==> src/hw/dcs_consts.vh <==
// constants for the drive command selector
`ifndef DCS_CONSTS_VH
`define DCS_CONSTS_VH
// register indices
`define DCS_R_JOG_SPEED 5'h00
`define DCS_R_JOG_RAMP 5'h01
`define DCS_R_STOP_POL 5'h02
`define DCS_R_MAIN_TL 5'h03
`define DCS_R_TL_REGEN 5'h04
`define DCS_R_TL_REVDRV 5'h05
`define DCS_R_TL_Q4 5'h06
`define DCS_R_TL_SECOND 5'h07
`define DCS_R_TL_ACCEL 5'h08
`define DCS_R_TL_DECEL 5'h09
`define DCS_R_TL_SOURCE 5'h0a
`define DCS_R_CONST_OUT 5'h0b
`define DCS_R_MS_COMP 5'h0c
`define DCS_R_SPD_IN_SEL 5'h0d
`define DCS_R_CTRL_MODE 5'h0e
`define DCS_R_PRESET_HI 5'h0f
`define DCS_R_PRESET_MID 5'h10
`define DCS_R_PRESET_LO 5'h11
`define DCS_R_RAMP1 5'h12
`define DCS_R_RAMP2 5'h13
`define DCS_R_RAMP3 5'h14
`define DCS_R_TERM_FUNC0 5'h15
`define DCS_R_STATUS 5'h1f
`define DCS_NUM_CFG 26
// reset values
`define DCS_RST_JOG_SPEED 16'h0096
`define DCS_RST_JOG_RAMP 16'h0005
`define DCS_RST_MAIN_TL 16'h0096
`define DCS_RST_RAMP 16'h0050
`define DCS_RST_UNSET 16'h270f
`define DCS_RST_ZERO 16'h0000
// field codes
`define DCS_UNSET 16'h270f
`define DCS_FUNC_JOG 16'h0005
`define DCS_POL_BREAK 16'h0002
`define DCS_TL_EXTERNAL 16'h0001
`define DCS_COMP_ON 16'h0001
`define DCS_SEL_OVR_A 16'h0004
`define DCS_SEL_OVR_B 16'h000e
`define DCS_MODE_SPEED 2'h0
`define DCS_MODE_TORQUE 2'h1
`define DCS_MODE_POSITION 2'h2
`define DCS_MODE_VF 2'h3
// speed sources
`define DCS_SRC_NONE 2'h0
`define DCS_SRC_JOG 2'h1
`define DCS_SRC_PRESET 2'h2
`define DCS_SRC_ANALOG 2'h3
// torque quadrants
`define DCS_Q1 2'h0
`define DCS_Q2 2'h1
`define DCS_Q3 2'h2
`define DCS_Q4 2'h3
// ramp selections
`define DCS_RAMP_1 2'h0
`define DCS_RAMP_2 2'h1
`define DCS_RAMP_3 2'h2
`define DCS_RAMP_JOG 2'h3
`endif

==> src/hw/dcs_limit_pick.v <==
// limit level with fallback to the main level when unset
`timescale 1ns/1ns
`include "dcs_consts.vh"
module dcs_limit_pick
#(
    parameter W = 16
)
(
    levelIn,
    mainLevel,
    levelOut
);
    input wire [W-1:0] levelIn;
    input wire [W-1:0] mainLevel;
    output wire [W-1:0] levelOut;

    // unset code falls back to main level
    assign levelOut = (levelIn == `DCS_UNSET) ? mainLevel : levelIn;
endmodule

==> src/hw/dcs_selector.v <==
// drive command selector: speed source, output stop, torque limit
// Notes on behaviour
// - jog uses jog speed, default 150, and one shared ramp time.
// - speed priority: jog, then preset multi-speed, then main analog.
// - second and third ramp selects ignored while jogging.
// - torque mode with jog selected: jog speed becomes the speed limit.
// - position mode ignores jog requests.
// - a terminal with function code 5 acts as jog select.
// - stop polarity 0 cuts on active input, 2 cuts on inactive.
// - speed mode clamps speed controller torque to selected limit.
// - limit source 0 uses parameters, 1 uses auxiliary torque input.
// - per-quadrant levels; unset code 9999 falls back to main level.
// - torque limit select input forces second limit level.
// - accel and decel limit levels ignored in position mode.
// - V/F with main limit 0 disables stall prevention.
// - limit parameters written over the bus apply as active limits.
// - constant-output style 0 selects constant-output limiting.
// - compensation 1 adds auxiliary analog to preset speeds.
// - speed input selection 4 or 14 takes compensation from main input.
//
// Local design decisions: the address-and-strobe port and the placing of the registers.
`timescale 1ns/1ns
`include "dcs_consts.vh"
module dcs_selector
#(
    parameter W = 16,
    parameter NTERM = 5
)
(
    sys_clk,
    rst,
    ce,
    regAddr,
    regWdata,
    regWrite,
    regRead,
    regRdata,
    termIn,
    forward_start_in,
    reverse_start_in,
    second_ramp_select,
    third_ramp_select,
    output_stop_in,
    torque_limit_select_in,
    preset_speed_high_in,
    preset_speed_mid_in,
    preset_speed_low_in,
    mainAnalogIn,
    auxAnalogIn,
    auxTorqueIn,
    torqueQuadrant,
    accelerating,
    decelerating,
    speedCtrlTorque,
    speedTarget,
    speedLimit,
    rampTime,
    rampSelect,
    speedSource,
    jogActive,
    outputEnable,
    torqueLimit,
    torqueClamped,
    stallPreventEnable,
    constantOutputMode
);
    input wire sys_clk;
    input wire rst;
    input wire ce;
    input wire [4:0] regAddr;
    input wire [W-1:0] regWdata;
    input wire regWrite;
    input wire regRead;
    output reg [W-1:0] regRdata;
    input wire [NTERM-1:0] termIn;
    input wire forward_start_in;
    input wire reverse_start_in;
    input wire second_ramp_select;
    input wire third_ramp_select;
    input wire output_stop_in;
    input wire torque_limit_select_in;
    input wire preset_speed_high_in;
    input wire preset_speed_mid_in;
    input wire preset_speed_low_in;
    input wire signed [W-1:0] mainAnalogIn;
    input wire signed [W-1:0] auxAnalogIn;
    input wire [W-1:0] auxTorqueIn;
    input wire [1:0] torqueQuadrant;
    input wire accelerating;
    input wire decelerating;
    input wire signed [W-1:0] speedCtrlTorque;
    output reg signed [W-1:0] speedTarget;
    output reg [W-1:0] speedLimit;
    output reg [W-1:0] rampTime;
    output reg [1:0] rampSelect;
    output reg [1:0] speedSource;
    output reg jogActive;
    output reg outputEnable;
    output reg [W-1:0] torqueLimit;
    output reg signed [W-1:0] torqueClamped;
    output reg stallPreventEnable;
    output reg constantOutputMode;

    // =====================================================
    // configuration registers
    reg [W-1:0] cfgReg [0:`DCS_NUM_CFG-1];
    integer i;

    function [W-1:0] resetValue;
        input integer idx;
        begin
            if (idx == `DCS_R_JOG_SPEED)
                resetValue = `DCS_RST_JOG_SPEED;
            else if (idx == `DCS_R_JOG_RAMP)
                resetValue = `DCS_RST_JOG_RAMP;
            else if (idx == `DCS_R_MAIN_TL)
                resetValue = `DCS_RST_MAIN_TL;
            else if (idx >= `DCS_R_TL_REGEN && idx <= `DCS_R_TL_DECEL)
                resetValue = `DCS_RST_UNSET;
            else if (idx >= `DCS_R_RAMP1 && idx <= `DCS_R_RAMP3)
                resetValue = `DCS_RST_RAMP;
            else
                resetValue = `DCS_RST_ZERO;
        end
    endfunction

    // bus writes update live limits at once
    always @(posedge sys_clk or posedge rst)
    begin
        if (rst)
        begin
            for (i = 0; i < `DCS_NUM_CFG; i = i + 1)
                cfgReg[i] <= resetValue(i);
        end
        else if (ce && regWrite && regAddr < `DCS_NUM_CFG)
        begin
            cfgReg[regAddr] <= regWdata;
        end
    end

    wire [1:0] ctrlMode = cfgReg[`DCS_R_CTRL_MODE][1:0];
    wire [W-1:0] mainTl = cfgReg[`DCS_R_MAIN_TL];

    // =====================================================
    // jog terminal mapping
    reg jogSelect;
    integer t;
    always @*
    begin
        jogSelect = 1'b0;
        for (t = 0; t < NTERM; t = t + 1)
            if (cfgReg[`DCS_R_TERM_FUNC0 + t] == `DCS_FUNC_JOG && termIn[t])
                jogSelect = 1'b1;
    end

    wire jogValid = jogSelect && ctrlMode != `DCS_MODE_POSITION;
    wire runFwd = forward_start_in && !reverse_start_in;
    wire runRev = reverse_start_in && !forward_start_in;
    wire presetAny = preset_speed_high_in || preset_speed_mid_in ||
        preset_speed_low_in;

    // =====================================================
    // preset speed with compensation
    reg [W-1:0] presetSpeed;
    always @*
    begin
        if (preset_speed_high_in)
            presetSpeed = cfgReg[`DCS_R_PRESET_HI];
        else if (preset_speed_mid_in)
            presetSpeed = cfgReg[`DCS_R_PRESET_MID];
        else
            presetSpeed = cfgReg[`DCS_R_PRESET_LO];
    end

    wire [W-1:0] spdSel = cfgReg[`DCS_R_SPD_IN_SEL];
    wire overrideSrc = spdSel == `DCS_SEL_OVR_A ||
        spdSel == `DCS_SEL_OVR_B;
    wire signed [W-1:0] compSignal = overrideSrc ? mainAnalogIn :
        auxAnalogIn;
    wire compOn = cfgReg[`DCS_R_MS_COMP] == `DCS_COMP_ON;
    wire signed [W:0] compSum = {1'b0, presetSpeed} +
        {compSignal[W-1], compSignal};
    reg signed [W-1:0] presetComp;
    always @*
    begin
        if (!compOn)
            presetComp = $signed(presetSpeed);
        else if (compSum[W] != compSum[W-1])
            presetComp = compSum[W] ? {1'b1, {(W-1){1'b0}}} :
                {1'b0, {(W-1){1'b1}}};
        else
            presetComp = compSum[W-1:0];
    end

    // =====================================================
    // speed source priority
    reg signed [W-1:0] cmdNext;
    reg [1:0] srcNext;
    wire [W-1:0] jogSpeed = cfgReg[`DCS_R_JOG_SPEED];
    always @*
    begin
        if (jogValid)
        begin
            srcNext = `DCS_SRC_JOG;
            cmdNext = runRev ? -$signed(jogSpeed) : $signed(jogSpeed);
        end
        else if (presetAny)
        begin
            srcNext = `DCS_SRC_PRESET;
            cmdNext = presetComp;
        end
        else
        begin
            srcNext = `DCS_SRC_ANALOG;
            cmdNext = mainAnalogIn;
        end
    end

    wire running = runFwd || runRev;
    reg signed [W-1:0] speedTarget_next;
    reg [W-1:0] speedLimit_next;
    always @*
    begin
        speedTarget_next = {W{1'b0}};
        speedLimit_next = {W{1'b0}};
        if (ctrlMode == `DCS_MODE_TORQUE)
        begin
            if (jogValid)
                speedLimit_next = jogSpeed;
            else
                speedLimit_next = cmdNext[W-1] ? -cmdNext : cmdNext;
        end
        else if (running)
        begin
            speedTarget_next = cmdNext;
        end
    end

    // =====================================================
    // ramp time selection
    reg [1:0] rampSel_next;
    reg [W-1:0] rampTime_next;
    always @*
    begin
        if (jogValid)
        begin
            rampSel_next = `DCS_RAMP_JOG;
            rampTime_next = cfgReg[`DCS_R_JOG_RAMP];
        end
        else if (third_ramp_select)
        begin
            rampSel_next = `DCS_RAMP_3;
            rampTime_next = cfgReg[`DCS_R_RAMP3];
        end
        else if (second_ramp_select)
        begin
            rampSel_next = `DCS_RAMP_2;
            rampTime_next = cfgReg[`DCS_R_RAMP2];
        end
        else
        begin
            rampSel_next = `DCS_RAMP_1;
            rampTime_next = cfgReg[`DCS_R_RAMP1];
        end
    end

    // =====================================================
    // output stop polarity
    wire stopBreak = cfgReg[`DCS_R_STOP_POL] == `DCS_POL_BREAK;
    wire outputCut = stopBreak ? !output_stop_in : output_stop_in;

    // =====================================================
    // torque limit selection
    wire [W-1:0] regenTl;
    wire [W-1:0] revTl;
    wire [W-1:0] q4Tl;
    wire [W-1:0] secondTl;
    wire [W-1:0] accelTl;
    wire [W-1:0] decelTl;

    dcs_limit_pick #(.W(W)) pickRegen
    (
        .levelIn(cfgReg[`DCS_R_TL_REGEN]),
        .mainLevel(mainTl),
        .levelOut(regenTl)
    );
    dcs_limit_pick #(.W(W)) pickRev
    (
        .levelIn(cfgReg[`DCS_R_TL_REVDRV]),
        .mainLevel(mainTl),
        .levelOut(revTl)
    );
    dcs_limit_pick #(.W(W)) pickQ4
    (
        .levelIn(cfgReg[`DCS_R_TL_Q4]),
        .mainLevel(mainTl),
        .levelOut(q4Tl)
    );
    dcs_limit_pick #(.W(W)) pickSecond
    (
        .levelIn(cfgReg[`DCS_R_TL_SECOND]),
        .mainLevel(mainTl),
        .levelOut(secondTl)
    );

    wire accelSet = cfgReg[`DCS_R_TL_ACCEL] != `DCS_UNSET;
    wire decelSet = cfgReg[`DCS_R_TL_DECEL] != `DCS_UNSET;
    assign accelTl = cfgReg[`DCS_R_TL_ACCEL];
    assign decelTl = cfgReg[`DCS_R_TL_DECEL];
    wire extSource = cfgReg[`DCS_R_TL_SOURCE] == `DCS_TL_EXTERNAL;
    wire notPos = ctrlMode != `DCS_MODE_POSITION;

    reg [W-1:0] torqueLimit_next;
    always @*
    begin
        if (torque_limit_select_in)
            torqueLimit_next = secondTl;
        else if (extSource)
            torqueLimit_next = auxTorqueIn;
        else if (notPos && accelerating && accelSet)
            torqueLimit_next = accelTl;
        else if (notPos && decelerating && decelSet)
            torqueLimit_next = decelTl;
        else
        begin
            case (torqueQuadrant)
                `DCS_Q2: torqueLimit_next = regenTl;
                `DCS_Q3: torqueLimit_next = revTl;
                `DCS_Q4: torqueLimit_next = q4Tl;
                default: torqueLimit_next = mainTl;
            endcase
        end
    end

    // clamp against the limit in force this cycle
    wire [W:0] limWide = {1'b0, torqueLimit_next};
    wire [W:0] trqWide = {speedCtrlTorque[W-1], speedCtrlTorque};
    wire limBig = torqueLimit_next[W-1];
    reg signed [W-1:0] torqueClamped_next;
    always @*
    begin
        torqueClamped_next = speedCtrlTorque;
        if (ctrlMode == `DCS_MODE_SPEED && !limBig)
        begin
            if ($signed(trqWide) > $signed(limWide))
                torqueClamped_next = torqueLimit_next;
            else if ($signed(trqWide) < -$signed(limWide))
                torqueClamped_next = -$signed(torqueLimit_next);
        end
    end

    wire stallOff = ctrlMode == `DCS_MODE_VF && mainTl == {W{1'b0}};
    wire constOut = cfgReg[`DCS_R_CONST_OUT] == {W{1'b0}};

    // =====================================================
    // registered outputs, updated every enabled cycle
    always @(posedge sys_clk or posedge rst)
    begin
        if (rst)
        begin
            speedTarget <= {W{1'b0}};
            speedLimit <= {W{1'b0}};
            rampTime <= {W{1'b0}};
            rampSelect <= `DCS_RAMP_1;
            speedSource <= `DCS_SRC_NONE;
            jogActive <= 1'b0;
            outputEnable <= 1'b0;
            torqueLimit <= {W{1'b0}};
            torqueClamped <= {W{1'b0}};
            stallPreventEnable <= 1'b1;
            constantOutputMode <= 1'b1;
        end
        else if (ce)
        begin
            speedTarget <= speedTarget_next;
            speedLimit <= speedLimit_next;
            rampTime <= rampTime_next;
            rampSelect <= rampSel_next;
            speedSource <= srcNext;
            jogActive <= jogValid && running;
            outputEnable <= !outputCut;
            torqueLimit <= torqueLimit_next;
            torqueClamped <= torqueClamped_next;
            stallPreventEnable <= !stallOff;
            constantOutputMode <= constOut;
        end
    end

    // =====================================================
    // register read port
    wire [W-1:0] statusWord = {{(W-9){1'b0}}, constOut, !stallOff,
        outputCut, jogSelect, jogValid, rampSel_next, srcNext};
    always @(posedge sys_clk or posedge rst)
    begin
        if (rst)
            regRdata <= {W{1'b0}};
        else if (ce)
        begin
            if (!regRead)
                regRdata <= {W{1'b0}};
            else if (regAddr < `DCS_NUM_CFG)
                regRdata <= cfgReg[regAddr];
            else if (regAddr == `DCS_R_STATUS)
                regRdata <= statusWord;
            else
                regRdata <= {W{1'b0}};
        end
    end
endmodule

==> config.mk <==
export PLATFORM = sky130hd
export DESIGN_NAME = dcs_selector
export DESIGN_NICKNAME = d
export VERILOG_FILES = /design/src/hw/dcs_limit_pick.v /design/src/hw/dcs_selector.v
export VERILOG_INCLUDE_DIRS = /design/src /design/src/hw
export SDC_FILE = /design/constraint.sdc
export NUM_CORES = 1
export LEC_CHECK = 0
export ABC_AREA = 1
export BUFFER_PORTS_ARGS = -buffer_cell sky130_fd_sc_hd__buf_4
export CAP_MARGIN = 20
export CORE_MARGIN = 2
export CORE_UTILIZATION = 62
export DETAILED_ROUTE_END_ITERATION = 6
export PLACE_DENSITY = 0.82
export SLEW_MARGIN = 20
export SYNTH_ARGS = -nofsm -noshare
export SYNTH_HDL_FRONTEND = slang
export SYNTH_SLANG_ARGS = --single-unit
==> constraint.sdc <==
create_clock -name sys_clk -period 22.6 [get_ports sys_clk]
set_input_delay 2.26 -clock sys_clk [delete_from_list [all_inputs] [get_ports sys_clk]]
set_output_delay 2.26 -clock sys_clk [all_outputs]
set_load 0.02 [all_outputs]
==> impl_results.rst, run 1 <==
.. list-table::
   :header-rows: 1

   * - Metric
     - Value
   * - Result of the run
     - finished, violations left
   * - Failing checks
     - design-rule violations
   * - Worst hold path cell count
     - 2
   * - Critical path launch point type
     - input port
   * - Top-area cell type share of the netlist area
     - 37.66%
   * - Total chip power
     - 2.820 mW
   * - Worst slew margin
     - a little over a tenth
   * - Hold Buf Count CTS
     - 0
   * - Vias
     - 30.59k
   * - Residual DRC
     - 9
   * - Crit path arrival time
     - 6.87 ns
   * - Number of global-route vias before repair
     - about 28k
   * - Commonest cells after routing, fill and taps aside
     - sky130_fd_sc_hd__nand2_1 (1,058), sky130_fd_sc_hd__o21ai_0 (622), sky130_fd_sc_hd__dfrtp_1 (454)
   * - Number of nets with antenna violations after routing
     - 0
   * - CTS H-tree lvls
     - 2
   * - Critical path peak fanout
     - 13
   * - TritonCTS Buffers
     - 55
   * - Synthesized net count
     - 4,170
   * - Synth area leaders
     - sky130_fd_sc_hd__dfrtp_1 (38%), sky130_fd_sc_hd__nand2_1 (13%), sky130_fd_sc_hd__o21ai_0 (10%)
   * - Final Max Tran Viols
     - 0
   * - Layout cell share with drive strength beyond 1
     - 14.05%
   * - Pre-CTS WS
     - 15.74 ns
   * - Unique cell type count in the Yosys netlist
     - 68
   * - Final Routed Wirelength
     - 115,000 µm
   * - Most frequent standard cell in the layout excluding fill and tap cells
     - sky130_fd_sc_hd__nand2_1
   * - Clock slew at the register clock pins of the worst setup and hold paths
     - 0.07 ns
   * - Worst min path class
     - reg -> reg
   * - Global Route Usage Sum
     - 45.42%
   * - Total negative slack for setup checks
     - 0 ns
   * - Final hold violation count
     - 0
   * - CTS tree
     - done
   * - CTS Root Buffer Type
     - sky130_fd_sc_hd__clkbuf_16
   * - Post-synth EDFFs
     - 0
   * - Maximum clock skew at final layout
     - 0.01885 ns
   * - Kind of capture point of the worst setup path
     - flip-flop
   * - Post-layout minimum cycle time
     - 6.309 ns
   * - Final HPWL from detailed placement
     - ~80,000 µm
   * - Critical-path cell with the highest stage delay
     - sky130_fd_sc_hd__nor2_1
   * - Largest area contributor in the netlist
     - sky130_fd_sc_hd__dfrtp_1
   * - Global Route met2 Usage
     - 64.12%
   * - Area of combinational cells with multiple inputs
     - between 10,000 and 15,000 µm²
   * - Number of buffers between clock root and the deepest sink
     - 3
   * - Worst path max stage delay
     - 0.77 ns
   * - Post-cts repair resize count
     - 0
   * - Congestion Overflow GR
     - 0
   * - Count of synthesis-stage warnings from yosys
     - 0
   * - Crit Path Class
     - in -> reg
   * - Drt wl/cell
     - 24.25 µm
   * - Final weighted congestion in routability-driven placement
     - between 1 and 1.5
   * - CORE AREA
     - 47,850 µm²
   * - Largest net degree at the start of global routing
     - 174
   * - Filler Cell Count
     - 3,962
   * - Sequential cell area in the final layout
     - between 10,000 and 15,000 µm²
   * - Number of violations reported at the end of detailed-routing iteration 0
     - 4,701
   * - Detailed-route vias per instance
     - 6.447
   * - Async SR Flop Fraction
     - 100.0%
   * - Wire length of the first global-routing pass
     - 172,500 µm
   * - Count of cells along the worst register-to-register path
     - 35
   * - Mean area per synthesized cell
     - 7.527 µm²
   * - Number of port buffers
     - 211
   * - Most utilized layer in the global route result
     - met2
   * - Layout-stage area growth over the synthesis result
     - 11.79%
   * - Leading register cell type out of synthesis
     - sky130_fd_sc_hd__dfrtp_1
   * - Critical Path Most Common Cell
     - sky130_fd_sc_hd__nand2_1
   * - Later-pin clock latency in the skew report
     - 0.64 ns
   * - Peak VDD IR
     - 0.00007399 V
   * - Number of nets in the layout
     - between 4k and 5k
   * - Tightest Pin Transition
     - 1.321 ns
   * - Synthesized flop and latch total
     - 520
   * - Sequential fraction of the synthesis area
     - 43.40%
   * - Die height
     - ~220 µm
   * - Setup Viol. Count Final
     - 0
   * - Critical path required time
     - 23.16 ns
   * - Leakage
     - 15.85 nW
   * - Number of top-level design ports
     - 212
   * - Cell area after placement
     - 31,890 µm²
   * - # Max-Cap Violations
     - 0
   * - Number of buffers inserted to repair setup after CTS
     - 0
   * - ANT cells
     - 0
   * - Overall die width
     - 224.6 µm
   * - Initial standard-cell utilization of the core
     - 63.06%
   * - Fin Hold WS
     - 0.4846 ns
   * - RSZ-0062 raised after global routing
     - false
   * - Die area
     - ~50,000 µm²
   * - Total non-filler cell area in the finished layout
     - roughly 34,000 µm²
   * - Max frequency
     - 0.1585 GHz
   * - Number of cells produced by synthesis
     - between 4k and 5k
   * - Met1 GRT Util
     - 61.74%
   * - M3 GR Usage
     - 15.23%
   * - Antenna violations before repair
     - 5
   * - Power density normalized to cell area
     - 83.60 nW/µm²
   * - Worst Slack Setup Final
     - 16.29 ns
   * - Number of optimization iterations in the first detailed-route pass
     - 7
   * - Combined area of all synthesized cells
     - 30,170 µm²
   * - Number of cell rows
     - 80
   * - Clock sink count
     - 520
   * - Share of the clock period used by the worst path after layout
     - 27.91%
## layout make-up
class | instances | area share [%]
clock inverter | 22 | 0.6641
clock buffer | 82 | 4.712
tap | 615 | 2.282
timing repair buffer | 250 | 5.624
multi-input combinational | 2904 | 43.93
sequential | 520 | 38.83
inverter | 351 | 3.958
## path summary, 6_finish.rpt
kind | startpoint | to | slack [ns]
max | torqueQuadrant[1] | torqueClamped[10] | 16.29
min | decelTl[12] | decelTl[12] | 0.48
max reg2reg | cfgReg[323] | torqueClamped[10] | 16.81
min reg2reg | decelTl[12] | decelTl[12] | 0.48
max in group asynchronous | rst | mainTl[0] | 18.49
min in group asynchronous | rst | cfgReg[92] | 1.81
## flip-flops by register name (all words and copies together), names as in the netlist
| signal | count |
|---|---|
| outputEnable | 1 |
| speedSource | 2 |
| rampSelect | 2 |
| rampTime | 16 |
| speedLimit | 16 |
| cfgReg | 336 |
| regRdata | 16 |
| mainTl | 16 |
| stallPreventEnable | 1 |
| jogActive | 1 |
| speedTarget | 16 |
| accelTl | 16 |
| spdSel | 16 |
| decelTl | 16 |
| torqueClamped | 16 |
| torqueLimit | 16 |
| jogSpeed | 16 |
| constantOutputMode | 1 |
## logic make-up (layout without fill, tap and decap cells)
group           Yosys count  in the layout  synth area share, %
simple gates           1734           1734                25.41
compound gates         1086           1086                20.42
buf+inv                 584            705                7.635
flops                   520            520                43.40
fa+ha+maj                54             54                2.264
xor+xnor                 30             30               0.8709
## Yosys cell counts (all sizes together), types with 3 or more instances
| library cell | count |
|---|---|
| a32o | 6 |
| dfrtp | 454 |
| o221ai | 23 |
| nand4 | 54 |
| xor2 | 20 |
| o21ai | 654 |
| buf | 56 |
| dfstp | 66 |
| a31oi | 6 |
| o311ai | 8 |
| nand3 | 205 |
| o21bai | 3 |
| o22ai | 88 |
| clkbuf | 177 |
| ha | 53 |
| inv | 347 |
| a22oi | 76 |
| clkinv | 4 |
| o211ai | 22 |
| a221oi | 10 |
| nor3 | 50 |
| a21oi | 156 |
| o31ai | 4 |
| a22o | 14 |
| nand3b | 9 |
| nor2 | 256 |
| and2 | 9 |
| nor4 | 22 |
| a211oi | 8 |
| nand2 | 1109 |
| or2 | 15 |
| xnor2 | 10 |
## per-stage QoR
stage / util (%) / std cells
2_1_floorplan: - / 4008
3_3_place_gp: 66.65 / 4639
3_5_place_dp: 66.65 / 4639
4_1_cts: 70.44 / 4743
5_1_grt: 70.49 / 4744
6_report: 70.49 / 4744
## worst max-delay path, delay by kind of cell
family | cells | cell delay (ns)
AO/OA/AOI/OAI | 3 | 0.55
XOR/XNOR | 1 | 0.17
adder cells (fa/ha/maj) | 1 | 0.26
buffers and inverters | 4 | 0.46
AND/OR/NAND/NOR | 21 | 3.17
## per-layer routing
metal  up-vias  share of wire (%)
met4         4                6.7
met2      2278                 41
met3       530                 15
li1      13650                  -
met1     14130                 38
met5         -              0.043
## report_power, final
group          total [mW]  switching [mW]  internal (mW)
clock               0.926           0.403          0.523
sequential           1.18           0.122           1.06
combinational       0.715           0.477          0.238
total                2.82            1.00           1.82
Power figures use the tool's default switching activity.
==> inputs of run 2 (changes only) <==
CORE_UTILIZATION = 56   (was 62)
PLACE_DENSITY = 0.78   (was 0.82)
clock period = 5.79 ns   (was 22.6 ns; I/O delays follow)
==> run 2 against run 1 <==
Effect of this change:
- the run now ends clean
- global-route usage shrank 4.5 points
- routed wire length grew 1.1%
- first-iteration DRC count fell by 12%
- die area rose by 11%
- register-to-register slack lost 16 ns
- power rose to 4.0 times the previous value
- via count decreased by 0.35%
- critical path type is now reg -> reg
- largest cell class unchanged
==> impl_results.rst, run 2 (synthesis gave the netlist of run 1 again) <==
.. list-table::
   :header-rows: 1

   * - Metric
     - Value
   * - Number of buffers between clock root and the deepest sink
     - 3
   * - # Max-Cap Violations
     - 0
   * - Source of the critical timing path
     - cfgReg[244]
   * - Share of the clock period used by the worst path after layout
     - between 80 and 90%
   * - Congestion Overflow GR
     - 0
   * - Drt wl/cell
     - 24.05 µm
   * - Result of the run
     - finished clean
   * - Detailed-route vias per instance
     - 6.303
   * - CTS tree
     - done
   * - Number of nets in the layout
     - 4,256
   * - Total negative slack for setup checks
     - 0 ns
   * - Final weighted congestion in routability-driven placement
     - between 1 and 1.5
   * - Number of top-level design ports
     - 212
   * - Filler Cell Count
     - 4,750
   * - Total chip power
     - 11.32 mW
   * - Final Routed Wirelength
     - 116,300 µm
   * - Residual DRC
     - 0
   * - Fin Hold WS
     - 0.2649 ns
   * - Worst R2R Start
     - cfgReg[244]
   * - Register with the most flip-flops
     - cfgReg
   * - Later-pin clock latency in the skew report
     - between 0.6 and 0.7 ns
   * - Number of nets with antenna violations after routing
     - 0
   * - Global Route Usage Sum
     - roughly two fifths
   * - Post-layout minimum cycle time
     - 5.166 ns
   * - Peak VDD IR
     - 0.0002940 V
   * - Setup Viol. Count Final
     - 0
   * - Leakage
     - approximately 16 nW
   * - Crit Path Class
     - reg -> reg
   * - CTS H-tree lvls
     - 2
   * - Maximum clock skew at final layout
     - between 0.02 and 0.025 ns
   * - Antenna violations before repair
     - 2
   * - Most frequent standard cell in the layout excluding fill and tap cells
     - sky130_fd_sc_hd__nand2_1
   * - Vias
     - 30.48k
   * - Worst path max stage delay
     - 0.45 ns
   * - Final HPWL from detailed placement
     - 81,960 µm
   * - CORE AREA
     - 53,500 µm²
   * - Final hold violation count
     - 0
   * - Wire length of the first global-routing pass
     - 172,500 µm
   * - TritonCTS Buffers
     - 55
   * - Critical path launch point type
     - flip-flop
   * - Number of buffers inserted to repair setup after CTS
     - 0
   * - Worst slew margin
     - between 20 and 25%
   * - RSZ-0062 raised after global routing
     - false
   * - Number of global-route vias before repair
     - 27.66k
   * - Clock sink count
     - 520
   * - Tightest Pin Transition
     - roughly 1.2 ns
   * - Clock slew at the register clock pins of the worst setup and hold paths
     - 0.07 ns
   * - Number of optimization iterations in the first detailed-route pass
     - 6
   * - Capturing element of the worst setup path
     - torqueClamped[3]
   * - Die height
     - approximately 240 µm
   * - Initial standard-cell utilization of the core
     - 56.40%
   * - Crit path arrival time
     - 5.72 ns
   * - Critical-path cell with the highest stage delay
     - sky130_fd_sc_hd__nand2_1
   * - Number of instances in the placed design
     - approximately 4.7k
   * - Number of violations reported at the end of detailed-routing iteration 0
     - 4,160
   * - Kind of capture point of the worst setup path
     - flip-flop
   * - Overall die width
     - 236.1 µm
   * - Commonest cells after routing, fill and taps aside
     - sky130_fd_sc_hd__nand2_1 (1,057), sky130_fd_sc_hd__o21ai_0 (622), sky130_fd_sc_hd__dfrtp_1 (454)
   * - Area of combinational cells with multiple inputs
     - 14,820 µm²
   * - Setup slack of the worst register-to-register path
     - between 0.6 and 0.7 ns
   * - Layout cell share with drive strength beyond 1
     - between 10 and 15%
   * - Critical path required time
     - roughly 6.4 ns
   * - CTS Root Buffer Type
     - sky130_fd_sc_hd__clkbuf_16
   * - Worst R2R End
     - torqueClamped[3]
   * - Worst min path class
     - in -> reg
   * - Number of cell rows
     - 85
   * - Critical Path Most Common Cell
     - sky130_fd_sc_hd__nand2_1
   * - Post-layout util
     - 63.78%
   * - Number of port buffers
     - between 200 and 250
   * - Final Max Tran Viols
     - 0
   * - Cell Count, Final, Fillers Out
     - 4,836
   * - Die area
     - 55,750 µm²
   * - Layout-stage area growth over the synthesis result
     - 13.08%
   * - Power density normalized to cell area
     - 331.9 nW/µm²
   * - Max FFs per register
     - approximately 340
   * - Critical path peak fanout
     - 16
   * - Max frequency
     - 0.1936 GHz
   * - Count of cells along the worst register-to-register path
     - 26
   * - Largest net degree at the start of global routing
     - between 150 and 200
   * - Sequential cell area in the final layout
     - around 13,000 µm²
-- run 2: cell types whose count changed in the layout (fill, tap and decap cells not counted), sizes merged --
cell,delta
buf,+11
diode,+3
inv,-5
bufinv,+7
dlygate4sd3,+1
clkinv,+6
clkinvlp,+2
clkbuf,-14
-- run 2: final cells by class --
class	instances	share of cell area, %
diodes	3	0.02200
clock buffers	68	4.441
clock inverters	32	1.383
inverters	351	3.902
multi-input cells	2904	43.45
flip-flops and latches	520	38.38
well taps	696	2.552
repair buffers	262	5.868
-- run 2: metrics by stage --
step           cell area [µm²]  setup WS, ns
2_1_floorplan            30170        -1.799
3_3_place_gp             32080        0.7890
3_5_place_dp             32080        0.6429
4_1_cts                  34080        0.6096
5_1_grt                  34110       0.09013
6_report                 34120        0.6237
-- run 2: repair_timing --
item | 4_1_cts | 5_1_grt
setup endpoints to repair | 0 | 11
gates resized for setup | 0 | 1
hold buffers | 1 | 0
endpoints found under the hold margin | 14 | 0
-- run 2: critical path: cells and delay by family, from the launching register on --
family | cells | cell delay, ns
xor+xnor | 1 | 0.38
flops | 1 | 0.40
fa+ha+maj | 1 | 0.27
buf+inv | 3 | 0.45
simple gates | 17 | 2.87
compound gates | 4 | 0.68
-- run 2: where the power goes --
group | switching, mW | internal [mW] | leakage, nW | total, mW
Combinational | 1.87 | 0.938 | 8.26 | 2.81
Sequential | 0.458 | 4.12 | 6.75 | 4.58
Clock | 1.62 | 2.31 | 0.969 | 3.93
-- run 2: per-layer routing --
| metal | share of wire (%) | global-route usage, % | vias to the layer above |
|---|---|---|---|
| met5 | 0.011 | 0 | - |
| met4 | 6.0 | 20.77 | 2 |
| met3 | 13 | 11.02 | 398 |
| met2 | 41 | 57.89 | 2131 |
| met1 | 39 | 57.59 | 14270 |
| li1 | - | - | 13680 |
-- run 2: worst min-delay path by stage --
stage / startpoint / end / slack (ns) / cells past startpoint
2_1_floorplan: accelTl[5] / accelTl[5] / 0.45 / 2
3_3_place_gp: constantOutputMode / constantOutputMode / 0.46 / 2
3_5_place_dp: cfgReg[376] / cfgReg[376] / 0.47 / 2
4_1_cts: speedCtrlTorque[2] / torqueClamped[2] / 0.24 / 3
5_1_grt: speedCtrlTorque[2] / torqueClamped[2] / 0.27 / 3
6_report: speedCtrlTorque[2] / torqueClamped[2] / 0.26 / 3
